==> src/inc/rcs_pkg.sv <==
/*
 Shared constants and types of the reset and watchdog supervisor.
 Assumes a 100 MHz system clock; one machine cycle is one clock.
*/
`default_nettype none
package rcs_pkg;
    // ------------------------------------------------------------
    // Register map and field positions
    // ------------------------------------------------------------
    localparam logic [11:0] MISC_OFFSET = 12'h00c;
    localparam logic [11:0] STATUS_OFFSET = 12'h010;
    localparam int POR_BIT = 7;
    localparam int IRQ_RISING_SELECT_BIT = 6;
    localparam int IRQ_FALLING_SELECT_BIT = 5;
    localparam int EXTERNAL_IRQ_ENABLE_BIT = 4;
    localparam int SFA_BIT = 3;
    localparam int SFB_BIT = 2;
    localparam int SM_BIT = 1;
    localparam int SUPERVISOR_ENABLE_BIT_BIT = 0;
    localparam logic [7:0] MISC_RESET = 8'h90;
    localparam logic [1:0] RESP_OKAY = 2'h0;
    localparam logic [1:0] RESP_SLVERR = 2'h2;
    // ------------------------------------------------------------
    // Values loaded elsewhere on reset
    // ------------------------------------------------------------
    localparam logic [15:0] RESET_VECTOR = 16'h1ffe;
    localparam logic [15:0] TIMER_PRESET = 16'hfffc;
    localparam logic [7:0] SP_PRESET = 8'hff;
    // ------------------------------------------------------------
    // Timing
    // ------------------------------------------------------------
    localparam int CLK_PERIOD_NS = 10;
    localparam int MACHINE_CYCLE_NS = 10;
    localparam int EXT_LOW_TENTHS = 15;
    localparam int EXT_LOW_CYC = (EXT_LOW_TENTHS * MACHINE_CYCLE_NS
        + 10 * CLK_PERIOD_NS - 1) / (10 * CLK_PERIOD_NS);
    localparam logic [11:0] SETTLE_SHORT_CYC = 12'h010;
    localparam logic [11:0] SETTLE_LONG_CYC = 12'hfe0;
    localparam logic [11:0] STOP_RESTART_CYC = 12'hfe0;
    localparam int RELEASE_HOLD_NS = 100;
    localparam int RELEASE_HOLD_CYC = (RELEASE_HOLD_NS + CLK_PERIOD_NS - 1)
        / CLK_PERIOD_NS;
    localparam logic [2:0] WD_FINAL = 3'h7;
    // ------------------------------------------------------------
    // Types
    // ------------------------------------------------------------
    typedef enum logic [2:0] {
        S_OSC_WAIT, S_SETTLE, S_EXT_HOLD, S_RUN, S_COP_PULL, S_STOP_OFF, S_STOP_START
    } rcs_state_t;
    typedef struct packed {
        logic vector_fetch;
        logic i_set;
        logic i_clear;
        logic timer_init;
        logic ddr_clear;
        logic sp_init;
        logic latch_clear;
        logic sci_init;
        logic clk_clear;
        logic adc_off;
        logic nvm_reset;
    } rcs_fx_t;
endpackage
`default_nettype wire

==> src/rtl/rcs_top.sv <==
/*
 Reset and watchdog supervisor: merges power-on, pin and watchdog
 resets, drives the open-drain reset pin, holds the control register.
 Assumes aresetn is the power-on event and that all inputs are
 synchronous to aclk except the reset pin, which is synchronised here.
*/
// The AXI4-Lite slave port is this design's own decision.
// Summary of operation
// Every reset ends by fetching the reset vector with interrupt mask set.
// After power-up settle, stay in reset while the pin is low.
// Settle lasts 16 or 4064 cycles by option; pin driven low meanwhile.
// Power-on flag set only by power-on; software may only clear it.
// Pin low two cycles resets; run resumes the cycle after it rises.
// Power-on and watchdog resets pull the reset pin low, open drain.
// Watchdog chain is divide by 4, by 256, then a clearable divide by 8.
// Chain advances on the timer bit 7 carry.
// Watchdog enabled by option or software; writing zero never disables.
// Writing one to the enable bit clears the watchdog chain.
// Watchdog resets the chip when its counter reaches seven.
// Watchdog releases the pin after it is sensed low for the hold time.
// Stop while the watchdog runs causes a watchdog reset instead.
// Stop-caused watchdog reset keeps the oscillator and skips settling.
// Option chooses whether the watchdog counts or is held during wait.
// After a watchdog reset the enable bit follows the option.
// Pin and power-on reset init timer, direction regs and stack pointer.
// Pin and power-on reset set irq enable and clear the latches.
// Pin and power-on reset reset the serial port.
// Power-on and stop stop the clocks; stop restarts after 4064 cycles.
// Resets and stop disable converter, slow mode, enable bit, memory bits; resets load the enable bit from the option instead.
// Wait and stop clear the mask; all four events clear the watchdog.
// The reset pin is synchronised before it is timed or acted on.
`default_nettype none
module rcs_top (
    input wire logic aclk,
    input wire logic aresetn,
    input wire logic [11:0] s_axi_awaddr,
    input wire logic s_axi_awvalid,
    output var logic s_axi_awready,
    input wire logic [31:0] s_axi_wdata,
    input wire logic [3:0] s_axi_wstrb,
    input wire logic s_axi_wvalid,
    output var logic s_axi_wready,
    output var logic [1:0] s_axi_bresp,
    output var logic s_axi_bvalid,
    input wire logic s_axi_bready,
    input wire logic [11:0] s_axi_araddr,
    input wire logic s_axi_arvalid,
    output var logic s_axi_arready,
    output var logic [31:0] s_axi_rdata,
    output var logic [1:0] s_axi_rresp,
    output var logic s_axi_rvalid,
    input wire logic s_axi_rready,
    input wire logic rst_pin_in,
    output var logic rst_pin_out,
    output var logic rst_pin_oe_n,
    input wire logic opt_long_settle,
    input wire logic opt_supervisor_enable_bit_at_reset,
    input wire logic opt_wait_supervisor_enable_bit_run,
    input wire logic osc_stable,
    input wire logic timer_bit7_carry,
    input wire logic stop_req,
    input wire logic stop_wake,
    input wire logic wait_active,
    input wire logic cpu_i_mask,
    output var logic cpu_reset,
    output var logic osc_enable,
    output var logic [7:0] misc_bits,
    output var rcs_pkg::rcs_fx_t reset_fx
);
    // ------------------------------------------------------------
    // Declarations
    // ------------------------------------------------------------
    rcs_pkg::rcs_state_t state_r, state_nxt;
    rcs_pkg::rcs_fx_t fx_nxt;
    logic [11:0] cnt_r, cnt_nxt, settle_last;
    logic [1:0] low_cnt_r;
    logic pin_meta_r, pin_sync_r;
    logic [1:0] wd_div4_r;
    logic [7:0] wd_div256_r;
    logic [2:0] wd_div8_r;
    logic wd_clear, wd_tick, wd_timeout, wait_prev_r;
    logic aw_held_r, w_held_r;
    logic [11:0] aw_addr_r;
    logic [7:0] w_data_r;
    logic w_lane_r, wr_go, wr_misc, supervisor_enable_bit_write_one;
    logic rst_lvl_nxt, in_reset, stop_enter, wait_rise;

    // ------------------------------------------------------------
    // Reset pin synchroniser
    // ------------------------------------------------------------
    // Two stages; only the second is used
    always_ff @(posedge aclk) begin
        if (!aresetn) begin
            pin_meta_r <= 1'b0;
            pin_sync_r <= 1'b0;
        end else begin
            pin_meta_r <= rst_pin_in;
            pin_sync_r <= pin_meta_r;
        end
    end

    // ------------------------------------------------------------
    // Sequencer
    // ------------------------------------------------------------
    // Settle length chosen by the static option
    assign settle_last = opt_long_settle ? rcs_pkg::SETTLE_LONG_CYC - 12'h001
        : rcs_pkg::SETTLE_SHORT_CYC - 12'h001;
    assign wd_timeout = misc_bits[rcs_pkg::SUPERVISOR_ENABLE_BIT_BIT] && wd_div8_r == rcs_pkg::WD_FINAL;

    // Next state and shared cycle counter
    always_comb begin
        state_nxt = state_r;
        cnt_nxt = 12'(cnt_r + 12'h001);
        unique case (state_r)
            rcs_pkg::S_OSC_WAIT: begin
                cnt_nxt = 12'h000;
                if (osc_stable) begin
                    state_nxt = rcs_pkg::S_SETTLE;
                end
            end
            rcs_pkg::S_SETTLE: begin
                if (cnt_r == settle_last) begin
                    cnt_nxt = 12'h000;
                    state_nxt = rcs_pkg::S_EXT_HOLD;
                end
            end
            rcs_pkg::S_EXT_HOLD: begin
                cnt_nxt = 12'h000;
                if (pin_sync_r) begin
                    state_nxt = rcs_pkg::S_RUN;
                end
            end
            rcs_pkg::S_RUN: begin
                cnt_nxt = 12'h000;
                if (!pin_sync_r && low_cnt_r == 2'(rcs_pkg::EXT_LOW_CYC - 1)) begin
                    state_nxt = rcs_pkg::S_EXT_HOLD;
                end else if (wd_timeout) begin
                    state_nxt = rcs_pkg::S_COP_PULL;
                end else if (stop_req && misc_bits[rcs_pkg::SUPERVISOR_ENABLE_BIT_BIT]) begin
                    state_nxt = rcs_pkg::S_COP_PULL;
                end else if (stop_req) begin
                    state_nxt = rcs_pkg::S_STOP_OFF;
                end
            end
            rcs_pkg::S_COP_PULL: begin
                if (pin_sync_r) begin
                    cnt_nxt = 12'h000;
                end else if (cnt_r == 12'(rcs_pkg::RELEASE_HOLD_CYC - 1)) begin
                    cnt_nxt = 12'h000;
                    state_nxt = rcs_pkg::S_EXT_HOLD;
                end
            end
            rcs_pkg::S_STOP_OFF: begin
                cnt_nxt = 12'h000;
                if (stop_wake) begin
                    state_nxt = rcs_pkg::S_STOP_START;
                end
            end
            rcs_pkg::S_STOP_START: begin
                if (cnt_r == rcs_pkg::STOP_RESTART_CYC - 12'h001) begin
                    cnt_nxt = 12'h000;
                    state_nxt = rcs_pkg::S_RUN;
                end
            end
            default: begin
                cnt_nxt = 12'h000;
                state_nxt = rcs_pkg::S_OSC_WAIT;
            end
        endcase
    end

    // State and counter registers
    always_ff @(posedge aclk) begin
        if (!aresetn) begin
            state_r <= rcs_pkg::S_OSC_WAIT;
            cnt_r <= 12'h000;
        end else begin
            state_r <= state_nxt;
            cnt_r <= cnt_nxt;
        end
    end

    // Consecutive low cycles of the pin while running
    always_ff @(posedge aclk) begin
        if (!aresetn || state_r != rcs_pkg::S_RUN || pin_sync_r) begin
            low_cnt_r <= 2'h0;
        end else begin
            low_cnt_r <= 2'(low_cnt_r + 2'h1);
        end
    end

    // ------------------------------------------------------------
    // Pin and effect outputs
    // ------------------------------------------------------------
    assign rst_lvl_nxt = state_nxt == rcs_pkg::S_OSC_WAIT || state_nxt == rcs_pkg::S_SETTLE
        || state_nxt == rcs_pkg::S_EXT_HOLD || state_nxt == rcs_pkg::S_COP_PULL;
    assign in_reset = state_r == rcs_pkg::S_OSC_WAIT || state_r == rcs_pkg::S_SETTLE
        || state_r == rcs_pkg::S_EXT_HOLD || state_r == rcs_pkg::S_COP_PULL;
    assign stop_enter = state_r == rcs_pkg::S_RUN && state_nxt == rcs_pkg::S_STOP_OFF;
    assign wait_rise = wait_active && !wait_prev_r;

    // Effects on the rest of the chip
    always_comb begin
        fx_nxt = '0;
        fx_nxt.vector_fetch = state_r == rcs_pkg::S_EXT_HOLD
            && state_nxt == rcs_pkg::S_RUN;
        fx_nxt.i_set = rst_lvl_nxt;
        fx_nxt.i_clear = stop_enter || (wait_rise && state_r == rcs_pkg::S_RUN);
        fx_nxt.timer_init = rst_lvl_nxt;
        fx_nxt.ddr_clear = rst_lvl_nxt;
        fx_nxt.sp_init = rst_lvl_nxt;
        fx_nxt.latch_clear = rst_lvl_nxt;
        fx_nxt.sci_init = rst_lvl_nxt;
        fx_nxt.clk_clear = state_nxt == rcs_pkg::S_OSC_WAIT || state_nxt == rcs_pkg::S_SETTLE
            || state_nxt == rcs_pkg::S_STOP_OFF
            || state_nxt == rcs_pkg::S_STOP_START;
        fx_nxt.adc_off = rst_lvl_nxt || state_nxt == rcs_pkg::S_STOP_OFF
            || state_nxt == rcs_pkg::S_STOP_START;
        fx_nxt.nvm_reset = fx_nxt.adc_off;
    end

    // Registered outputs towards chip and pin
    always_ff @(posedge aclk) begin
        if (!aresetn) begin
            reset_fx <= '0;
            cpu_reset <= 1'b1;
            osc_enable <= 1'b1;
            rst_pin_out <= 1'b0;
            rst_pin_oe_n <= 1'b1;
            wait_prev_r <= 1'b0;
        end else begin
            reset_fx <= fx_nxt;
            cpu_reset <= rst_lvl_nxt;
            osc_enable <= state_nxt != rcs_pkg::S_STOP_OFF;
            rst_pin_out <= 1'b0;
            rst_pin_oe_n <= !(state_nxt == rcs_pkg::S_OSC_WAIT || state_nxt == rcs_pkg::S_SETTLE
                || state_nxt == rcs_pkg::S_COP_PULL);
            wait_prev_r <= wait_active;
        end
    end

    // ------------------------------------------------------------
    // Watchdog chain
    // ------------------------------------------------------------
    assign wd_clear = supervisor_enable_bit_write_one || state_r != rcs_pkg::S_RUN || wait_rise
        || (wait_active && !opt_wait_supervisor_enable_bit_run);
    assign wd_tick = misc_bits[rcs_pkg::SUPERVISOR_ENABLE_BIT_BIT] && timer_bit7_carry;

    // Divide by 4, by 256, then count to seven
    always_ff @(posedge aclk) begin
        if (!aresetn || wd_clear) begin
            wd_div4_r <= 2'h0;
            wd_div256_r <= 8'h00;
            wd_div8_r <= 3'h0;
        end else if (wd_tick) begin
            wd_div4_r <= 2'(wd_div4_r + 2'h1);
            if (wd_div4_r == 2'h3) begin
                wd_div256_r <= 8'(wd_div256_r + 8'h01);
                if (wd_div256_r == 8'hff && wd_div8_r != rcs_pkg::WD_FINAL) begin
                    wd_div8_r <= 3'(wd_div8_r + 3'h1);
                end
            end
        end
    end

    // ------------------------------------------------------------
    // Control register
    // ------------------------------------------------------------
    assign wr_go = aw_held_r && w_held_r && !s_axi_bvalid;
    assign wr_misc = wr_go && aw_addr_r == rcs_pkg::MISC_OFFSET && w_lane_r;
    assign supervisor_enable_bit_write_one = wr_misc && w_data_r[rcs_pkg::SUPERVISOR_ENABLE_BIT_BIT];

    // Hardware loads win over software writes
    always_ff @(posedge aclk) begin
        if (!aresetn) begin
            misc_bits <= rcs_pkg::MISC_RESET;
        end else if (in_reset) begin
            misc_bits[rcs_pkg::IRQ_RISING_SELECT_BIT] <= 1'b0;
            misc_bits[rcs_pkg::IRQ_FALLING_SELECT_BIT] <= 1'b0;
            misc_bits[rcs_pkg::EXTERNAL_IRQ_ENABLE_BIT] <= 1'b1;
            misc_bits[rcs_pkg::SM_BIT] <= 1'b0;
            misc_bits[rcs_pkg::SUPERVISOR_ENABLE_BIT_BIT] <= opt_supervisor_enable_bit_at_reset;
        end else if (stop_enter) begin
            misc_bits[rcs_pkg::SM_BIT] <= 1'b0;
            misc_bits[rcs_pkg::SUPERVISOR_ENABLE_BIT_BIT] <= 1'b0;
        end else if (wr_misc) begin
            if (!w_data_r[rcs_pkg::POR_BIT]) begin
                misc_bits[rcs_pkg::POR_BIT] <= 1'b0;
            end
            if (cpu_i_mask) begin
                misc_bits[rcs_pkg::IRQ_RISING_SELECT_BIT] <= w_data_r[rcs_pkg::IRQ_RISING_SELECT_BIT];
                misc_bits[rcs_pkg::IRQ_FALLING_SELECT_BIT] <= w_data_r[rcs_pkg::IRQ_FALLING_SELECT_BIT];
                misc_bits[rcs_pkg::EXTERNAL_IRQ_ENABLE_BIT] <= w_data_r[rcs_pkg::EXTERNAL_IRQ_ENABLE_BIT];
            end
            misc_bits[rcs_pkg::SFA_BIT] <= w_data_r[rcs_pkg::SFA_BIT];
            misc_bits[rcs_pkg::SFB_BIT] <= w_data_r[rcs_pkg::SFB_BIT];
            misc_bits[rcs_pkg::SM_BIT] <= w_data_r[rcs_pkg::SM_BIT];
            if (w_data_r[rcs_pkg::SUPERVISOR_ENABLE_BIT_BIT]) begin
                misc_bits[rcs_pkg::SUPERVISOR_ENABLE_BIT_BIT] <= 1'b1;
            end
        end
    end

    // ------------------------------------------------------------
    // AXI4-Lite write channel
    // ------------------------------------------------------------
    // Address and data taken in either order, answered together
    always_ff @(posedge aclk) begin
        if (!aresetn) begin
            aw_held_r <= 1'b0;
            w_held_r <= 1'b0;
            aw_addr_r <= 12'h000;
            w_data_r <= 8'h00;
            w_lane_r <= 1'b0;
            s_axi_awready <= 1'b1;
            s_axi_wready <= 1'b1;
            s_axi_bvalid <= 1'b0;
            s_axi_bresp <= rcs_pkg::RESP_OKAY;
        end else begin
            if (s_axi_awvalid && s_axi_awready) begin
                aw_held_r <= 1'b1;
                aw_addr_r <= s_axi_awaddr;
                s_axi_awready <= 1'b0;
            end
            if (s_axi_wvalid && s_axi_wready) begin
                w_held_r <= 1'b1;
                w_data_r <= s_axi_wdata[7:0];
                w_lane_r <= s_axi_wstrb[0];
                s_axi_wready <= 1'b0;
            end
            if (wr_go) begin
                aw_held_r <= 1'b0;
                w_held_r <= 1'b0;
                s_axi_bvalid <= 1'b1;
                s_axi_bresp <= aw_addr_r == rcs_pkg::MISC_OFFSET ? rcs_pkg::RESP_OKAY
                    : rcs_pkg::RESP_SLVERR;
            end
            if (s_axi_bvalid && s_axi_bready) begin
                s_axi_bvalid <= 1'b0;
                s_axi_awready <= 1'b1;
                s_axi_wready <= 1'b1;
            end
        end
    end

    // ------------------------------------------------------------
    // AXI4-Lite read channel
    // ------------------------------------------------------------
    // Control register and a read-only status word
    always_ff @(posedge aclk) begin
        if (!aresetn) begin
            s_axi_arready <= 1'b1;
            s_axi_rvalid <= 1'b0;
            s_axi_rdata <= 32'h0000_0000;
            s_axi_rresp <= rcs_pkg::RESP_OKAY;
        end else if (s_axi_arvalid && s_axi_arready) begin
            s_axi_arready <= 1'b0;
            s_axi_rvalid <= 1'b1;
            s_axi_rresp <= rcs_pkg::RESP_OKAY;
            if (s_axi_araddr == rcs_pkg::MISC_OFFSET) begin
                s_axi_rdata <= {24'h00_0000, misc_bits};
            end else if (s_axi_araddr == rcs_pkg::STATUS_OFFSET) begin
                s_axi_rdata <= {24'h00_0000, cpu_reset, osc_enable, pin_sync_r,
                    2'h0, wd_div8_r};
            end else begin
                s_axi_rdata <= 32'h0000_0000;
                s_axi_rresp <= rcs_pkg::RESP_SLVERR;
            end
        end else if (s_axi_rvalid && s_axi_rready) begin
            s_axi_rvalid <= 1'b0;
            s_axi_arready <= 1'b1;
        end
    end
endmodule
`default_nettype wire

==> config.mk <==
export PLATFORM = sky130hd
export DESIGN_NAME = rcs_top
export DESIGN_NICKNAME = d
export VERILOG_FILES = /design/src/inc/rcs_pkg.sv /design/src/rtl/rcs_top.sv
export SDC_FILE = /design/constraint.sdc
export NUM_CORES = 1
export LEC_CHECK = 0
export BUFFER_PORTS_ARGS = -buffer_cell sky130_fd_sc_hd__buf_2
export CORE_MARGIN = 4
export CORE_UTILIZATION = 43
export DETAILED_ROUTE_END_ITERATION = 8
export GPL_ROUTABILITY_DRIVEN = 0
export HOLD_SLACK_MARGIN = 0.06
export PLACE_DENSITY = 0.81
export SYNTH_ARGS = -nofsm -noshare
export SYNTH_HDL_FRONTEND = slang
export SYNTH_SLANG_ARGS = --single-unit
export TNS_END_PERCENT = 30
==> constraint.sdc <==
create_clock -name aclk -period 5.49 [get_ports aclk]
set_clock_uncertainty 0.1 [all_clocks]
set_input_delay 0.2745 -clock aclk [delete_from_list [all_inputs] [get_ports aclk]]
set_output_delay 0.2745 -clock aclk [all_outputs]
set_load 0.005 [all_outputs]
After elaboration in Yosys (flattened, before gate mapping)
Cells that the tools add are included.
{ "totals": {"reg_bits": 113, "latch_bits": 0, "ram_bits": 0, "rom_bits": 0, "inputBits": 77, "output_inout_bits": 64, "mem_count": 0} }
{ "classes": {"n_addsub": 5, "mul": 0, "n_div": 0, "magnitude_cmp": 0, "eq_ne": 25, "shifts": 0, "n_mux": 31, "bitwise_logic": 4, "reduce_logical": 59} }
{ "ops": {"columns": ["operator", "count"], "rows": [
  ["two-way mux 12 bit", 5],
  ["equality test 12 x 4 -> 1 bit, second input constant", 3],
  ["case mux 12 bit (3 select lines)", 1],
  ["two-way mux 3 bit", 11],
  ["equality test 3 bit, second input constant", 7],
  ["case mux 3 bit (7 select lines)", 1],
  ["logical AND 1 bit", 20],
  ["logical OR 1 bit", 18],
  ["two-way mux 8 bit", 2],
  ["adder 12 x 1 -> 12 bit, second input constant", 1],
  ["equality test 12 bit", 1],
  ["equality test 12 bit, second input constant", 1],
  ["equality test 12 x 5 -> 1 bit, second input constant", 1],
  ["equality test 3 x 2 -> 1 bit, second input constant", 4],
  ["AND reduction 3 bit", 3],
  ["adder 8 x 1 -> 8 bit, second input constant", 1],
  ["equality test 8 bit, second input constant", 1],
  ["two-way mux 1 bit", 8],
  ["equality test 3 x 1 -> 1 bit, second input constant", 2],
  ["logical NOT 1 bit", 6],
  ["logical NOT 3 bit", 2],
  ["two-way mux 2 bit", 3],
  ["!= test 3 bit, second input constant", 2],
  ["nonzero test 3 bit", 2],
  ["11 further kinds", 18]
]} }

Logic depth before layout (Yosys ltp)
{ "depth": {"ltp_word": 11, "mapped_depth": 8, "mapped_depth_nobuf": 7} }

Worst setup path after synthesis
Ideal clock, no wire load.
{ "synth_path": {"path_kind": "register -> register", "startpoint": "register aw_addr_r[4]", "endpoint": "register misc_bits[4]", "setup_time_ns": 0.134, "arrival_time_ns": 1.664, "slack_ns": 3.592, "path_stages_with_launch": 6, "path_buffers": 0, "cell_sequence": "dfxtp_1 or4b_4 nor4_4 nand3_2 mux2i_1 nand3_1"} }
{ "synth_between": {"elab_chain_len": 4} }
{ "synth_rtl": {"columns": ["item", "line", "text"], "rows": [
  ["start: declaration", "rcs_top.sv:83", "logic [11:0] aw_addr_r;"],
  ["start signal: assignment", "rcs_top.sv:322", "aw_addr_r <= s_axi_awaddr;"],
  ["equality test 12 x 4 -> 1 bit", "rcs_top.sv:270", "assign wr_misc = wr_go && aw_addr_r == rcs_pkg::MISC_OFFSET && w_lane_r;"],
  ["logical AND 1 bit (2 in a row)", "rcs_top.sv:270", null],
  ["AND reduction 3 bit (no source line)", null, null],
  ["end signal: assignment", "rcs_top.sv:276", "misc_bits <= rcs_pkg::MISC_RESET;"],
  ["end signal: indexed assignment", "rcs_top.sv:282", "misc_bits[rcs_pkg::SUPERVISOR_ENABLE_BIT_BIT] <= opt_supervisor_enable_bit_at_reset;"],
  ["end signal: indexed assignment", "rcs_top.sv:291", "misc_bits[rcs_pkg::IRQ_RISING_SELECT_BIT] <= w_data_r[rcs_pkg::IRQ_RISING_SELECT_BIT];"],
  ["end: declaration", "rcs_top.sv:67", "output var logic [7:0] misc_bits,"]
]} }
No other way between the ends.
A chain may end at the register's enable or synchronous reset.

Final worst setup path
{ "layout_path": {"startpoint": "register cnt_r[8]", "endpoint": "register reset_fx[2] (netlist name)"} }
{ "layout_between": {"elab_chain_len": 8, "word_cells_on_any_way": 15, "classes_between": "6 x eq/ne; 5 x mux; 4 x reduce/logical"} }
{ "layout_rtl": {"columns": ["item", "line", "text"], "rows": [
  ["start: declaration", "rcs_top.sv:75", "logic [11:0] cnt_r, cnt_nxt, settle_last;"],
  ["start signal: assignment", "rcs_top.sv:179", "cnt_r <= cnt_nxt;"],
  ["equality test 12 x 4 -> 1 bit", "rcs_top.sv:148", "end else if (cnt_r == 12'(rcs_pkg::RELEASE_HOLD_CYC - 1)) begin"],
  ["two-way mux 3 bit", "rcs_top.sv:148", null],
  ["two-way mux 3 bit", "rcs_top.sv:146", "if (pin_sync_r) begin"],
  ["case mux 3 bit (7 select lines) (*)", "rcs_top.sv:114", "unique case (state_r)"],
  ["equality test 3 x 1 -> 1 bit or logical NOT 3 bit (tied branches)", "rcs_top.sv:214", "fx_nxt.clk_clear = state_nxt == rcs_pkg::S_OSC_WAIT || state_nxt == rcs_pkg::S_SETTLE"],
  ["logical OR 1 bit", "rcs_top.sv:214", null],
  ["logical OR 1 bit", "rcs_top.sv:215", "|| state_nxt == rcs_pkg::S_STOP_OFF"],
  ["logical OR 1 bit (*)", "rcs_top.sv:216", "|| state_nxt == rcs_pkg::S_STOP_START;"],
  ["end signal: assignment", "rcs_top.sv:232", "reset_fx <= fx_nxt;"],
  ["end: declaration", "rcs_top.sv:68", "output var rcs_pkg::rcs_fx_t reset_fx"]
]} }
Mark *: on every way between the ends. The rest lies on a longest branch, timed or not.

==> summary.md <==
| Metric | Value |
|---|---|
| Xor and xnor fraction of the mapped netlist area | `0.0401` |
| Post-synth EDFFs | `0` |
| DRT iter0 DRCs | `about 130` |
| Peak supply drop | `between 0.0001 and 0.00015 V` |
| Synth area leaders | `dfxtp_1, buf_4, nand2_1, nor2_1, a21oi_1` |
| Filler cells | `roughly 810` |
| Clk slew on worst S/H paths | `~0.080 ns` |
| Final Non-Filler Cells | `~660` |
| Netlist Area Pre-Place | `0.00393 mm^2` |
| Post-synth top area share | `0.443` |
| Synth Register Bits | `between 80 and 90` |
| Combinational fraction of design power | `0.087` |
| Primary FF master, synth | `dfxtp_1` |
| Drt total wl | `around 9000 um` |
| Power Density | `254 mW/mm^2` |
| Total number of vias | `around 3300` |
| Worst EP required | `5.60 ns` |
| Worst hold-check path type | `input port to flop` |
| Unique masters post-synth | `~60` |
| FMAX | `443 MHz` |
| CTS tree | `yes` |
| Bufs on Longest Clock Path | `2` |
| Commonest non-fill, non-tap cell in the layout | `dfxtp_1` |
| Main combinational cell family by area after synthesis | `simple AND/OR/NAND/NOR gates` |
| Cell-internal power | `about 900 uW` |
| FP Rows | `34` |
| Synth warnings | `0` |
| Async SR Flop Fraction | `0` |
| Status | `finished, final reports clean` |
| First-pass GRT wire length | `about 15000 um` |
| Final HPWL DP | `6570 um` |
| Synth Area per Inst | `approximately 8.7 um^2` |
| Fin Setup TNS | `0 ns` |
| Worst-margin pin slew | `between 1 and 1.5 ns` |
| Per-cell routed wire length | `13.5 um` |
| CTS Sinks | `87` |
| Vias in the first global route | `between 3000 and 4000` |
| Clock latency reported for the late side of the worst-skew pair | `between 0.3 and 0.4 ns` |
| Dpl cells | `just over 600` |
| Reg2Reg Setup Slack | `around 3.2 ns` |
| PortBufs | `between 80 and 90` |
| Cell taking the most area after synthesis | `dfxtp_1` |
| Final setup fails | `0` |
| First drt pass iteration count | `4` |
| Critical setup path kind | `flop to flop` |
| Cells after synthesis | `approximately 450` |
| Share of layout cells above drive strength 1 | `0.206` |
| Num CTS Buffers | `9` |
| Post-layout min period | `~2.3 ns` |
| Die Span X | `104 um` |
| Setup crit end kind | `flop` |
| Post-synthesis compound-gate area fraction | `0.103` |
| Die Y | `~100 um` |
| Core Region | `between 0.008 and 0.009 mm^2` |
| Setup bufs post-CTS | `0` |
| Post-CTS sizing | `0` |
| Final nets | `~630` |
| Global route total overflow | `0` |
| Via/cell ratio | `a little over 5` |
| Top-Level Pins | `between 100 and 150` |
| Die ar. | `between 0.01 and 0.015 mm^2` |
| Clk pwr share | `0.360` |
| Antenna-violating nets left | `0` |
| Leakage | `0.00199 uW` |
| Critical Path Source Type | `flop` |
| Initial antenna violation count | `0` |
| Max transition margin | `0.245` |
| Layout area overhead | `19.7%` |
| Largest net degree at the start of global routing | `43` |
| Register area share after synthesis | `0.443` |
| Sequential group share of total power | `0.553` |
| N_diodes | `0` |
| Initial Util | `0.447` |
| Cts-stage hold buffer count | `25` |
| Final-report max-slew violation count | `0` |
| Final worst path period share | `0.412` |
| P_sw | `288 uW` |
| CP max FO | `6` |
| H-tree depth | `3` |
| Most frequent cells in the layout | `dfxtp_1, buf_2, nand2_1, nor2_1, a21oi_1` |
| Simple-gate area share of the yosys netlist | `0.263` |
| Root Driver | `clkbuf_8` |
| Final count of hold timing violations | `0` |
| Gr usage total | `0.171` |
| Max Cap Viol | `0` |
| Critical Path AT | `2.37 ns` |
| RSZ-0062 raised after global routing | `false` |
| Net Sw Frac | `0.240` |
| Drc violations | `0` |
| Multiplexer area fraction after synthesis | `0.0360` |
| Adder-Cell Fraction of Synth Area | `0.0248` |
## cell type report
class / instances / area (um^2) / area share
multi-input combinational: 333 / 1940 / 0.412
sequential: 87 / 1740 / 0.370
timing repair buffer: 111 / 681 / 0.145
tap: 108 / 135 / 0.0287
clock buffer: 11 / 131 / 0.0279
clock inverter: 5 / 56.3 / 0.0120
inverter: 6 / 22.5 / 0.00478
## worst paths after layout
path                         start      endpoint  cells past startpoint
hold / removal    timer_bit7_carry  wd_div4_r[1]                      3
setup / recovery          cnt_r[8]   reset_fx[2]                      5
hold reg to reg         pin_meta_r    pin_sync_r                      1
setup reg to reg          cnt_r[8]   reset_fx[2]                      5
## registers in the layout (all words and copies together), names as in the netlist, 2 cells and up
register and cells:
aw_addr_r 12, reset_fx 5, cnt_r 12, s_axi_rdata 8, misc_bits 8, wd_div8_r 3
wd_div4_r 2, w_data_r 8, low_cnt_r 2, wd_div256_r 8, state_r 3
## synth_stat cells, drive strengths merged, types with 2 or more instances
cell type and n:
clkbuf 13, a21oi 34, nand2b 5, nand3b 2
or4b 2, and3 3, nand4 9, nand2 63
xor2 12, or3 3, a22oi 3, buf 38
ha 7, a2bb2oi 4, o21ai 6, and2 9
mux2i 13, o22ai 2, nand4b 2, xnor2 6
nor2 48, o211a 2, nor2b 7, nor3 6
and3b 4, inv 5, nor3b 3, nand3 20
nor4 6, dfxtp 87, and4 5, a31oi 3
## critical path, cell delays in order, from the launching register on
cell and delay [ns]:
dfxtp_1 0.37, nor4_1 0.62, nand3_1 0.20, a21bo_2 0.27, and2_2 0.20, a311oi_1 0.36
## layer usage
layer / global-route usage / share of wire
met5: 0 / 0
met4: 0.0646 / 0.019
met3: 0.0529 / 0.063
met2: 0.295 / 0.49
met1: 0.200 / 0.43
## power groups by stage
stage / Sequential (uW) / Clock [uW] / Combinational (uW)
floorplan: 673 / 0 / 71.3
global placement: 675 / 0 / 86.4
detailed placement: 677 / 0 / 88.8
global route: 665 / 470 / 117
finish: 662 / 431 / 104
CTS: 662 / 443 / 103
## kinds of logic after synthesis
group / count (synthesis)
flip-flops: 87
multiplexers: 14
buffers and inverters: 57
XOR/XNOR: 18
AO/OA/AOI/OAI: 64
other: 1
AND/OR/NAND/NOR: 202
adder cells (fa/ha/maj): 8
## through the flow
step	utilization	hold WS [ns]	setup WS, ns	cell area [um^2]	power, uW
floorplan	-	0.275	3.59	4030	744
global placement	0.485	0.315	3.10	4270	762
detailed placement	0.485	0.325	3.03	4270	765
CTS	0.535	0.0797	3.28	4710	1210
global route	0.535	0.0986	3.05	4710	1250
finish	0.535	0.103	3.23	4710	1200
Note: power is estimated with default switching activity, not from simulation.
